==> src/atsc_regs.svh <==
`ifndef ATSC_REGS_SVH
`define ATSC_REGS_SVH

// Register byte offsets
`define ATSC_STATUS_OFS 8'h00
`define ATSC_CTRL2_OFS 8'h08
`define ATSC_SMP_LOW_OFS 8'h0c
`define ATSC_SMP_HIGH_OFS 8'h10
`define ATSC_RESULT_OFS 8'h4c

// Field positions
`define ATSC_EN_BIT 0
`define ATSC_DONE_FLAG_BIT 1
`define ATSC_DONE_SEL_BIT 10
`define ATSC_ALIGN_BIT 11
`define ATSC_INJ_SRC_LSB 16
`define ATSC_INJ_EDGE_LSB 20
`define ATSC_INJ_SW_BIT 22
`define ATSC_REG_SRC_LSB 24
`define ATSC_REG_EDGE_LSB 28
`define ATSC_REG_SW_BIT 30
`define ATSC_LOW_CHANNELS 9
`define ATSC_HIGH_CHANNELS 10

// Writable bit masks and reset values
`define ATSC_CTRL_MASK 32'h3f3f_0c01
`define ATSC_SMP_LOW_MASK 32'h07ff_ffff
`define ATSC_SMP_HIGH_MASK 32'h3fff_ffff
`define ATSC_CTRL_RST 32'h0000_0000
`define ATSC_SMP_RST 32'h0000_0000

// Sample time in converter clock cycles per code
`define ATSC_SMP_CYC_0 9'h003
`define ATSC_SMP_CYC_1 9'h00f
`define ATSC_SMP_CYC_2 9'h01c
`define ATSC_SMP_CYC_3 9'h038
`define ATSC_SMP_CYC_4 9'h054
`define ATSC_SMP_CYC_5 9'h070
`define ATSC_SMP_CYC_6 9'h090
`define ATSC_SMP_CYC_7 9'h1e0

`endif

==> src/atsc_pkg.sv <==
package atsc_pkg;

   // Register port request from software
   typedef struct packed {
      logic [7:0] addr;
      logic [31:0] wdata;
      logic wr;
      logic rd;
   } atsc_bus_t;

   // Progress reports from the conversion core
   typedef struct packed {
      logic reg_begun;
      logic inj_begun;
      logic conv_done;
      logic seq_done;
   } atsc_core_t;

   // Raw converted sample
   typedef struct packed {
      logic valid;
      logic [11:0] data;
   } atsc_result_t;

   typedef logic [1:0] atsc_edge_t;

endpackage

==> src/atsc_ctrl.sv <==
`timescale 1ns/1ps
`include "atsc_regs.svh"

module atsc_ctrl (
   input wire logic clk,
   input wire logic nrst,
   input wire logic ce,
   input wire atsc_pkg::atsc_bus_t bus,
   output logic [31:0] rdata_r,
   input wire logic [15:0] inj_trig_in,
   input wire logic [15:0] reg_trig_in,
   input wire atsc_pkg::atsc_core_t core,
   input wire atsc_pkg::atsc_result_t result,
   input wire logic [4:0] sample_channel,
   output logic converter_enable_r,
   output logic reg_start_r,
   output logic inj_start_r,
   output logic conversion_done_flag_r,
   output logic [15:0] result_word_r,
   output logic [8:0] sample_cycles_r
);
   import atsc_pkg::*;

   logic [31:0] ctrl_r;
   logic [31:0] smp_low_r;
   logic [31:0] smp_high_r;
   logic regular_software_start_r;
   logic injected_software_start_r;
   logic [15:0] inj_meta_r;
   logic [15:0] inj_sync_r;
   logic [15:0] reg_meta_r;
   logic [15:0] reg_sync_r;
   logic inj_lvl_r;
   logic reg_lvl_r;

   logic wr_ctrl;
   logic wr_status;
   logic reg_sw_set;
   logic inj_sw_set;
   logic [3:0] regular_trigger_source;
   logic [3:0] injected_trigger_source;
   atsc_edge_t regular_trigger_edge;
   atsc_edge_t injected_trigger_edge;
   logic conversion_done_select;
   logic result_alignment;
   logic converter_enable;
   logic inj_sel;
   logic reg_sel;
   logic inj_hit;
   logic reg_hit;
   logic done_set;
   logic [2:0] code_c;
   logic [31:0] rd_c;

   assign converter_enable = ctrl_r[`ATSC_EN_BIT];
   assign conversion_done_select = ctrl_r[`ATSC_DONE_SEL_BIT];
   assign result_alignment = ctrl_r[`ATSC_ALIGN_BIT];
   assign injected_trigger_source =
      ctrl_r[`ATSC_INJ_SRC_LSB +: 4];
   assign injected_trigger_edge =
      ctrl_r[`ATSC_INJ_EDGE_LSB +: 2];
   assign regular_trigger_source =
      ctrl_r[`ATSC_REG_SRC_LSB +: 4];
   assign regular_trigger_edge =
      ctrl_r[`ATSC_REG_EDGE_LSB +: 2];

   assign wr_ctrl = bus.wr && (bus.addr == `ATSC_CTRL2_OFS);
   assign wr_status = bus.wr && (bus.addr == `ATSC_STATUS_OFS);

   // Start is accepted only with the converter enabled
   assign reg_sw_set = wr_ctrl && bus.wdata[`ATSC_REG_SW_BIT] &&
      bus.wdata[`ATSC_EN_BIT];
   assign inj_sw_set = wr_ctrl && bus.wdata[`ATSC_INJ_SW_BIT] &&
      bus.wdata[`ATSC_EN_BIT];

   // Control register, start bits kept apart
   always_ff @(posedge clk or negedge nrst) begin
      if (!nrst) begin
         ctrl_r <= `ATSC_CTRL_RST;
      end else if (ce && wr_ctrl) begin
         ctrl_r <= bus.wdata & `ATSC_CTRL_MASK;
      end
   end

   // Sample time registers
   always_ff @(posedge clk or negedge nrst) begin
      if (!nrst) begin
         smp_low_r <= `ATSC_SMP_RST;
         smp_high_r <= `ATSC_SMP_RST;
      end else if (ce && bus.wr) begin
         if (bus.addr == `ATSC_SMP_LOW_OFS) begin
            smp_low_r <= bus.wdata & `ATSC_SMP_LOW_MASK;
         end
         if (bus.addr == `ATSC_SMP_HIGH_OFS) begin
            smp_high_r <= bus.wdata & `ATSC_SMP_HIGH_MASK;
         end
      end
   end

   // Software start bits, a new write wins over the clear
   always_ff @(posedge clk or negedge nrst) begin
      if (!nrst) begin
         regular_software_start_r <= 1'h0;
         injected_software_start_r <= 1'h0;
      end else if (ce) begin
         if (reg_sw_set) begin
            regular_software_start_r <= 1'h1;
         end else if (core.reg_begun) begin
            regular_software_start_r <= 1'h0;
         end
         if (inj_sw_set) begin
            injected_software_start_r <= 1'h1;
         end else if (core.inj_begun) begin
            injected_software_start_r <= 1'h0;
         end
      end
   end

   // Two-stage synchronisers per trigger line
   genvar i;
   generate
      for (i = 0; i < 16; i = i + 1) begin : g_sync
         always_ff @(posedge clk or negedge nrst) begin
            if (!nrst) begin
               inj_meta_r[i] <= 1'h0;
               inj_sync_r[i] <= 1'h0;
               reg_meta_r[i] <= 1'h0;
               reg_sync_r[i] <= 1'h0;
            end else if (ce) begin
               inj_meta_r[i] <= inj_trig_in[i];
               inj_sync_r[i] <= inj_meta_r[i];
               reg_meta_r[i] <= reg_trig_in[i];
               reg_sync_r[i] <= reg_meta_r[i];
            end
         end
      end
   endgenerate

   // Source select, code 15 is an interrupt line
   assign inj_sel = inj_sync_r[injected_trigger_source];
   assign reg_sel = reg_sync_r[regular_trigger_source];

   // Edge qualification
   assign inj_hit = (injected_trigger_edge[0] && inj_sel &&
      !inj_lvl_r) || (injected_trigger_edge[1] && !inj_sel &&
      inj_lvl_r);
   assign reg_hit = (regular_trigger_edge[0] && reg_sel &&
      !reg_lvl_r) || (regular_trigger_edge[1] && !reg_sel &&
      reg_lvl_r);

   always_ff @(posedge clk or negedge nrst) begin
      if (!nrst) begin
         inj_lvl_r <= 1'h0;
         reg_lvl_r <= 1'h0;
      end else if (ce) begin
         inj_lvl_r <= inj_sel;
         reg_lvl_r <= reg_sel;
      end
   end

   // Single-cycle start pulses to the core
   always_ff @(posedge clk or negedge nrst) begin
      if (!nrst) begin
         reg_start_r <= 1'h0;
         inj_start_r <= 1'h0;
      end else if (ce) begin
         reg_start_r <= converter_enable &&
            (reg_hit || reg_sw_set);
         inj_start_r <= converter_enable &&
            (inj_hit || inj_sw_set);
      end
   end

   always_ff @(posedge clk or negedge nrst) begin
      if (!nrst) begin
         converter_enable_r <= 1'h0;
      end else if (ce) begin
         converter_enable_r <= wr_ctrl ?
            bus.wdata[`ATSC_EN_BIT] : converter_enable;
      end
   end

   // End-of-conversion flag, set wins over software clear
   assign done_set = converter_enable && (conversion_done_select ?
      core.conv_done : core.seq_done);

   always_ff @(posedge clk or negedge nrst) begin
      if (!nrst) begin
         conversion_done_flag_r <= 1'h0;
      end else if (ce) begin
         if (done_set) begin
            conversion_done_flag_r <= 1'h1;
         end else if (wr_status &&
               !bus.wdata[`ATSC_DONE_FLAG_BIT]) begin
            conversion_done_flag_r <= 1'h0;
         end
      end
   end

   // Result alignment
   always_ff @(posedge clk or negedge nrst) begin
      if (!nrst) begin
         result_word_r <= 16'h0000;
      end else if (ce && result.valid) begin
         if (result_alignment) begin
            result_word_r <= {result.data, 4'h0};
         end else begin
            result_word_r <= {4'h0, result.data};
         end
      end
   end

   // Sample time field of the chosen channel
   always_comb begin
      code_c = 3'h0;
      if (sample_channel < 5'h09) begin
         code_c = smp_low_r[sample_channel * 3 +: 3];
      end else if (sample_channel < 5'h13) begin
         code_c = smp_high_r[(sample_channel - 5'h09) * 3 +: 3];
      end
   end

   always_ff @(posedge clk or negedge nrst) begin
      if (!nrst) begin
         sample_cycles_r <= `ATSC_SMP_CYC_0;
      end else if (ce) begin
         case (code_c)
            3'h0: sample_cycles_r <= `ATSC_SMP_CYC_0;
            3'h1: sample_cycles_r <= `ATSC_SMP_CYC_1;
            3'h2: sample_cycles_r <= `ATSC_SMP_CYC_2;
            3'h3: sample_cycles_r <= `ATSC_SMP_CYC_3;
            3'h4: sample_cycles_r <= `ATSC_SMP_CYC_4;
            3'h5: sample_cycles_r <= `ATSC_SMP_CYC_5;
            3'h6: sample_cycles_r <= `ATSC_SMP_CYC_6;
            default: sample_cycles_r <= `ATSC_SMP_CYC_7;
         endcase
      end
   end

   // Read mux, unmapped reads return zero
   always_comb begin
      rd_c = 32'h0000_0000;
      case (bus.addr)
         `ATSC_STATUS_OFS: begin
            rd_c[`ATSC_DONE_FLAG_BIT] = conversion_done_flag_r;
         end
         `ATSC_CTRL2_OFS: begin
            rd_c = ctrl_r;
            rd_c[`ATSC_REG_SW_BIT] = regular_software_start_r;
            rd_c[`ATSC_INJ_SW_BIT] = injected_software_start_r;
         end
         `ATSC_SMP_LOW_OFS: rd_c = smp_low_r;
         `ATSC_SMP_HIGH_OFS: rd_c = smp_high_r;
         `ATSC_RESULT_OFS: rd_c = {16'h0000, result_word_r};
         default: rd_c = 32'h0000_0000;
      endcase
   end

   always_ff @(posedge clk or negedge nrst) begin
      if (!nrst) begin
         rdata_r <= 32'h0000_0000;
      end else if (ce && bus.rd) begin
         rdata_r <= rd_c;
      end
   end

   // Checks
   a_done_seq_mode: assert property (@(posedge clk)
      disable iff (!nrst)
      ce && converter_enable && !conversion_done_select &&
      core.seq_done |=> conversion_done_flag_r)
      else $error("done flag missed sequence end");

   a_done_each_conv: assert property (@(posedge clk)
      disable iff (!nrst)
      ce && !conversion_done_flag_r && !conversion_done_select &&
      core.conv_done && !core.seq_done && !wr_status
      |=> !conversion_done_flag_r)
      else $error("done flag set mid sequence");

   a_align_left: assert property (@(posedge clk)
      disable iff (!nrst)
      ce && result.valid && result_alignment
      |=> result_word_r == {$past(result.data), 4'h0})
      else $error("left alignment wrong");

   a_align_right: assert property (@(posedge clk)
      disable iff (!nrst)
      ce && result.valid && !result_alignment
      |=> result_word_r == {4'h0, $past(result.data)})
      else $error("right alignment wrong");

   a_inj_hw_start: assert property (@(posedge clk)
      disable iff (!nrst)
      ce && converter_enable && injected_trigger_edge == 2'h1 &&
      inj_sel && !inj_lvl_r |=> inj_start_r)
      else $error("injected rising trigger lost");

   a_reg_hw_start: assert property (@(posedge clk)
      disable iff (!nrst)
      ce && converter_enable && regular_trigger_edge == 2'h2 &&
      !reg_sel && reg_lvl_r |=> reg_start_r)
      else $error("regular falling trigger lost");

   a_inj_sw_start: assert property (@(posedge clk)
      disable iff (!nrst)
      ce && converter_enable && inj_sw_set
      |=> inj_start_r && injected_software_start_r)
      else $error("injected software start lost");

   a_reg_sw_start: assert property (@(posedge clk)
      disable iff (!nrst)
      ce && converter_enable && reg_sw_set
      |=> reg_start_r && regular_software_start_r)
      else $error("regular software start lost");

   a_sample_code_max: assert property (@(posedge clk)
      disable iff (!nrst)
      ce && code_c == 3'h7 |=> sample_cycles_r == 9'h1e0)
      else $error("sample code 7 not 480 cycles");

   a_low_reserved: assert property (@(posedge clk)
      disable iff (!nrst)
      ce && bus.rd && bus.addr == `ATSC_SMP_LOW_OFS
      |=> rdata_r[31:27] == 5'h00)
      else $error("low sample reserved bits set");

   a_high_reserved: assert property (@(posedge clk)
      disable iff (!nrst)
      ce && bus.rd && bus.addr == `ATSC_SMP_HIGH_OFS
      |=> rdata_r[31:30] == 2'h0)
      else $error("high sample reserved bits set");

   a_off_no_start: assert property (@(posedge clk)
      disable iff (!nrst)
      ce && !converter_enable |=> !reg_start_r && !inj_start_r)
      else $error("start while disabled");

   a_trig_one_pulse: assert property (@(posedge clk)
      disable iff (!nrst)
      ce && !reg_sw_set && regular_trigger_edge != 2'h3 &&
      reg_start_r && $stable(ctrl_r) |=> !reg_start_r)
      else $error("one edge gave two starts");

   a_sw_auto_clear: assert property (@(posedge clk)
      disable iff (!nrst)
      ce && core.reg_begun && !reg_sw_set
      |=> !regular_software_start_r)
      else $error("software start not cleared");

endmodule

==> config.mk <==
export PLATFORM = sky130hd
export DESIGN_NAME = atsc_ctrl
export DESIGN_NICKNAME = d
export VERILOG_FILES = /design/src/atsc_pkg.sv /design/src/atsc_ctrl.sv
export VERILOG_INCLUDE_DIRS = /design/src /design/src/src
export SDC_FILE = /design/constraint.sdc
export NUM_CORES = 1
export LEC_CHECK = 0
export BUFFER_PORTS_ARGS = -buffer_cell sky130_fd_sc_hd__buf_4
export CORE_MARGIN = 1.5
export CORE_UTILIZATION = 30
export DETAILED_ROUTE_END_ITERATION = 6
export SETUP_SLACK_MARGIN = 0.1
export SLEW_MARGIN = 40
export SYNTH_ARGS = -nofsm -noshare
export SYNTH_HDL_FRONTEND = slang
export SYNTH_SLANG_ARGS = --single-unit
==> constraint.sdc <==
create_clock -name clk -period 2.4 [get_ports clk]
set_input_delay 0.48 -clock clk [delete_from_list [all_inputs] [get_ports clk]]
set_output_delay 0.48 -clock clk [all_outputs]
set_load 0.02 [all_outputs]
==> flow_metrics.tcl <==
set metrics [dict create \
    cts_tree "yes" \
    design_area_mm2 0.0132 \
    cts_max_path_buffers 2 \
    boundaryPins 160 \
    setup.worst_path.end_class "flop" \
    dieArea_mm2 0.0341 \
    setup_viol 8 \
    globalRouteTotalUtil_pct 17.3 \
    viasPerCell 4.94 \
    gp_congestion 0.896 \
    ys_async_sr_fraction_pct 100 \
    worst_slack_ns -1.02 \
    synth-seq-area-share_pct 50.4 \
    wl_per_cell_um 19.5 \
    hold_viol_final 0 \
    status "complete, but fails checks" \
    syn-mean-instance-area_um2 12.9 \
    yosysTopAreaCell "dfrtp_1" \
    period_share_pct 143 \
    maxSlewViolCount 0 \
    clkTransAtPathRegs_ns 0.08 \
    crit_family "compound AO/OA/AOI/OAI gates" \
    worst_pin_slew_ns 0.658 \
    critPathBufInv 5 \
    clock_latency_ns 0.45 \
    path_cells "buf_12 > or3_4 > xor2_2 > ha_1 > inv_2 > fa_2 > buf_4 > buf_4 > and3_1 > a31oi_1 > a221o_1 > a211o_1 > buf_4 > a211oi_4 > mux2_4" \
    port_buffers 157 \
    num_vias 7180 \
    crit_fanout 6 \
    syn_nets 878 \
    setup-tns-final_ns -7.71 \
    root_buffer "clkbuf_16" \
    max_freq_mhz 292 \
    place_area_mm2 0.0124 \
    ant_nets 0 \
    slew_headroom_pct 56.0 \
    yosys.area_share.simple_pct 7.44 \
    drt-total-wl_um 28300 \
    max_stage_delay_ns 0.59 \
    hold_buffers 0 \
    yosys_warnings 0 \
    fin_nets 1107 \
    synthFlopType "dfrtp_1" \
    initial_core_util_pct 30.5 \
    firstDrtPassIters 5 \
    synth_top_family_by_area "multiplexers" \
    cts_made_buffers 17 \
    cp_slowest_cell "fa_2" \
    die_width_um 185 \
    grt_max_degree 74 \
    powerDensity_mw_per_mm2 621 \
    max-vdd-ir-drop_v 0.000497 \
    nFillCells 3057 \
    grt_remaining_overflow 0 \
    synthAdderAreaFrac_pct 1.34 \
    critPathKind "in2reg" \
    place_ws_ns -1.65 \
    yosysTopAreaCellShare_pct 50.1 \
    synth_compound_area_share_pct 9.48 \
    synth_xor_area_share_pct 0.949 \
    p_leak_nw 6.01 \
    synth_edf_count 0 \
    grt_pass1_vias 7545 \
    start_kind "primary input" \
    area_growth_pct 33.9 \
    min_path_type "in2async" \
    timing.critical_path.mode_cell "buf_4" \
    violations "negative setup slack" \
    cts_max_level 4 \
    syn_inst 769 \
    rsz0062_at_grt "true" \
    drt_iter0_markers 535 \
    grt_antenna_before_repair 1 \
    layout-drive-gt1-share_pct 52.5 \
    post-route-min-period_ns 3.42 \
    cp.required_ns 2.79 \
    maxCapViolations 0 \
    grt_pass1_wl_um 44400 \
    row_count 66 \
    dp_hpwl_um 21700 \
    synthMuxAreaShare_pct 26.6 \
    synthDistinctLibCells 75 \
    syn-cell-area_mm2 0.00989 \
    cts_sinks 199 \
    finClkSkew_ns 0.0147 \
    fp.coreArea_mm2 0.0325 \
    synth_area_leaders "dfrtp_1 (50%), mux2_2 (14%), mux4_2 (7.1%)" \
    die_h_um 185 \
    final_util_pct 40.8 \
    arrival_ns 3.82 \
    ys_ff_latch 199 \
    drc 0 \
]
[state kept, by name (all words and copies together) (netlist names), 15 cells and up]
register,flops
ctrl_r,15
inj_meta_r,16
inj_sync_r,16
rdata_r,31
reg_meta_r,16
reg_sync_r,16
result_word_r,16
smp_high_r,30
smp_low_r,27
[synthesized netlist by cell type (all sizes together), types with 4 or more instances]
cell type  instances
a211oi             6
a21o               5
a21oi             12
a222oi            16
a22oi             15
a31oi              4
and2               4
and3               7
buf               26
clkbuf            29
dfrtp            198
ha                 9
inv               10
mux2             153
mux2i             13
mux4              34
nand2             89
nand3             16
nand3b             5
nor2               9
nor2b              4
o21ai             52
xor2               7
[power breakdown]
part | internal [mW] | switching, mW
Clock | 1.40 | 1.38
Combinational | 0.897 | 0.800
Sequential | 3.58 | 0.162
Total | 5.88 | 2.34
[repair_timing]
item                                    CTS  global route
gates resized for setup                  22            20
endpoints found under the setup margin    8             9
hold endpoints to repair                  0             0
gates cloned                              1             0
pin swaps                                 8            12
setup buffers                             5             1
[stage by stage]
| step | total power [mW] | hold slack, ns | std cells |
|---|---|---|---|
| floorplan | 4.64 | 0.184 | 769 |
| global placement | 5.33 | 0.467 | 1414 |
| detailed placement | 5.35 | 0.472 | 1414 |
| CTS | 8.24 | 0.0745 | 1452 |
| global route | 8.59 | 0.0958 | 1454 |
| finish | 8.22 | 0.0679 | 1454 |
[kinds of logic after synthesis]
| logic type | after synthesis |
|---|---|
| AO/OA/AOI/OAI | 131 |
| XOR/XNOR | 9 |
| adder cells (fa/ha/maj) | 10 |
| buffers and inverters | 66 |
| flip-flops | 199 |
| multiplexers | 200 |
| other | 1 |
| AND/OR/NAND/NOR | 153 |
[layout make-up]
class                      instances  area, µm²  share of cell area (%)
sequential                       199       4980                    37.6
multi-input combinational        505       4950                    37.4
timing repair buffer             264       2130                    16.1
tap                              442        553                    4.18
clock buffer                      19        443                    3.34
clock inverter                    13        129                   0.973
inverter                          11       51.3                   0.387
antenna                            1       2.50                  0.0189
[worst paths after layout]
path                       slack (ns)  cells after the start                  to              start
max                             -1.02                     15  sample_cycles_r[8]  sample_channel[0]
min                              0.07                      1       inj_meta_r[9]               nrst
max reg2reg                     -0.11                      9  sample_cycles_r[8]      smp_high_r[8]
min reg2reg                      0.48                      2          rdata_r[1]         rdata_r[1]
max in group asynchronous        1.66                      2       smp_high_r[0]               nrst
min in group clk                 0.27                      2       reg_meta_r[9]     reg_trig_in[9]
[layout by cell type (no fill, tap or decap), types with 15 or more instances in the layout]
cell	n
a222oi_1	16
a22oi_1	15
buf_4	250
clkbuf_16	17
dfrtp_1	197
mux2_2	114
mux2_4	39
mux4_2	31
nand2_1	87
o21ai_0	35
[routing by layer]
metal	up-vias	GRT usage [%]	routed length (µm)
li1	3310	-	-
met5	-	0	0
met2	170	28.5	13800
met1	3674	22.5	12500
met4	0	5.70	519
met3	26	4.05	1520
Power figures use the tool's default switching activity.
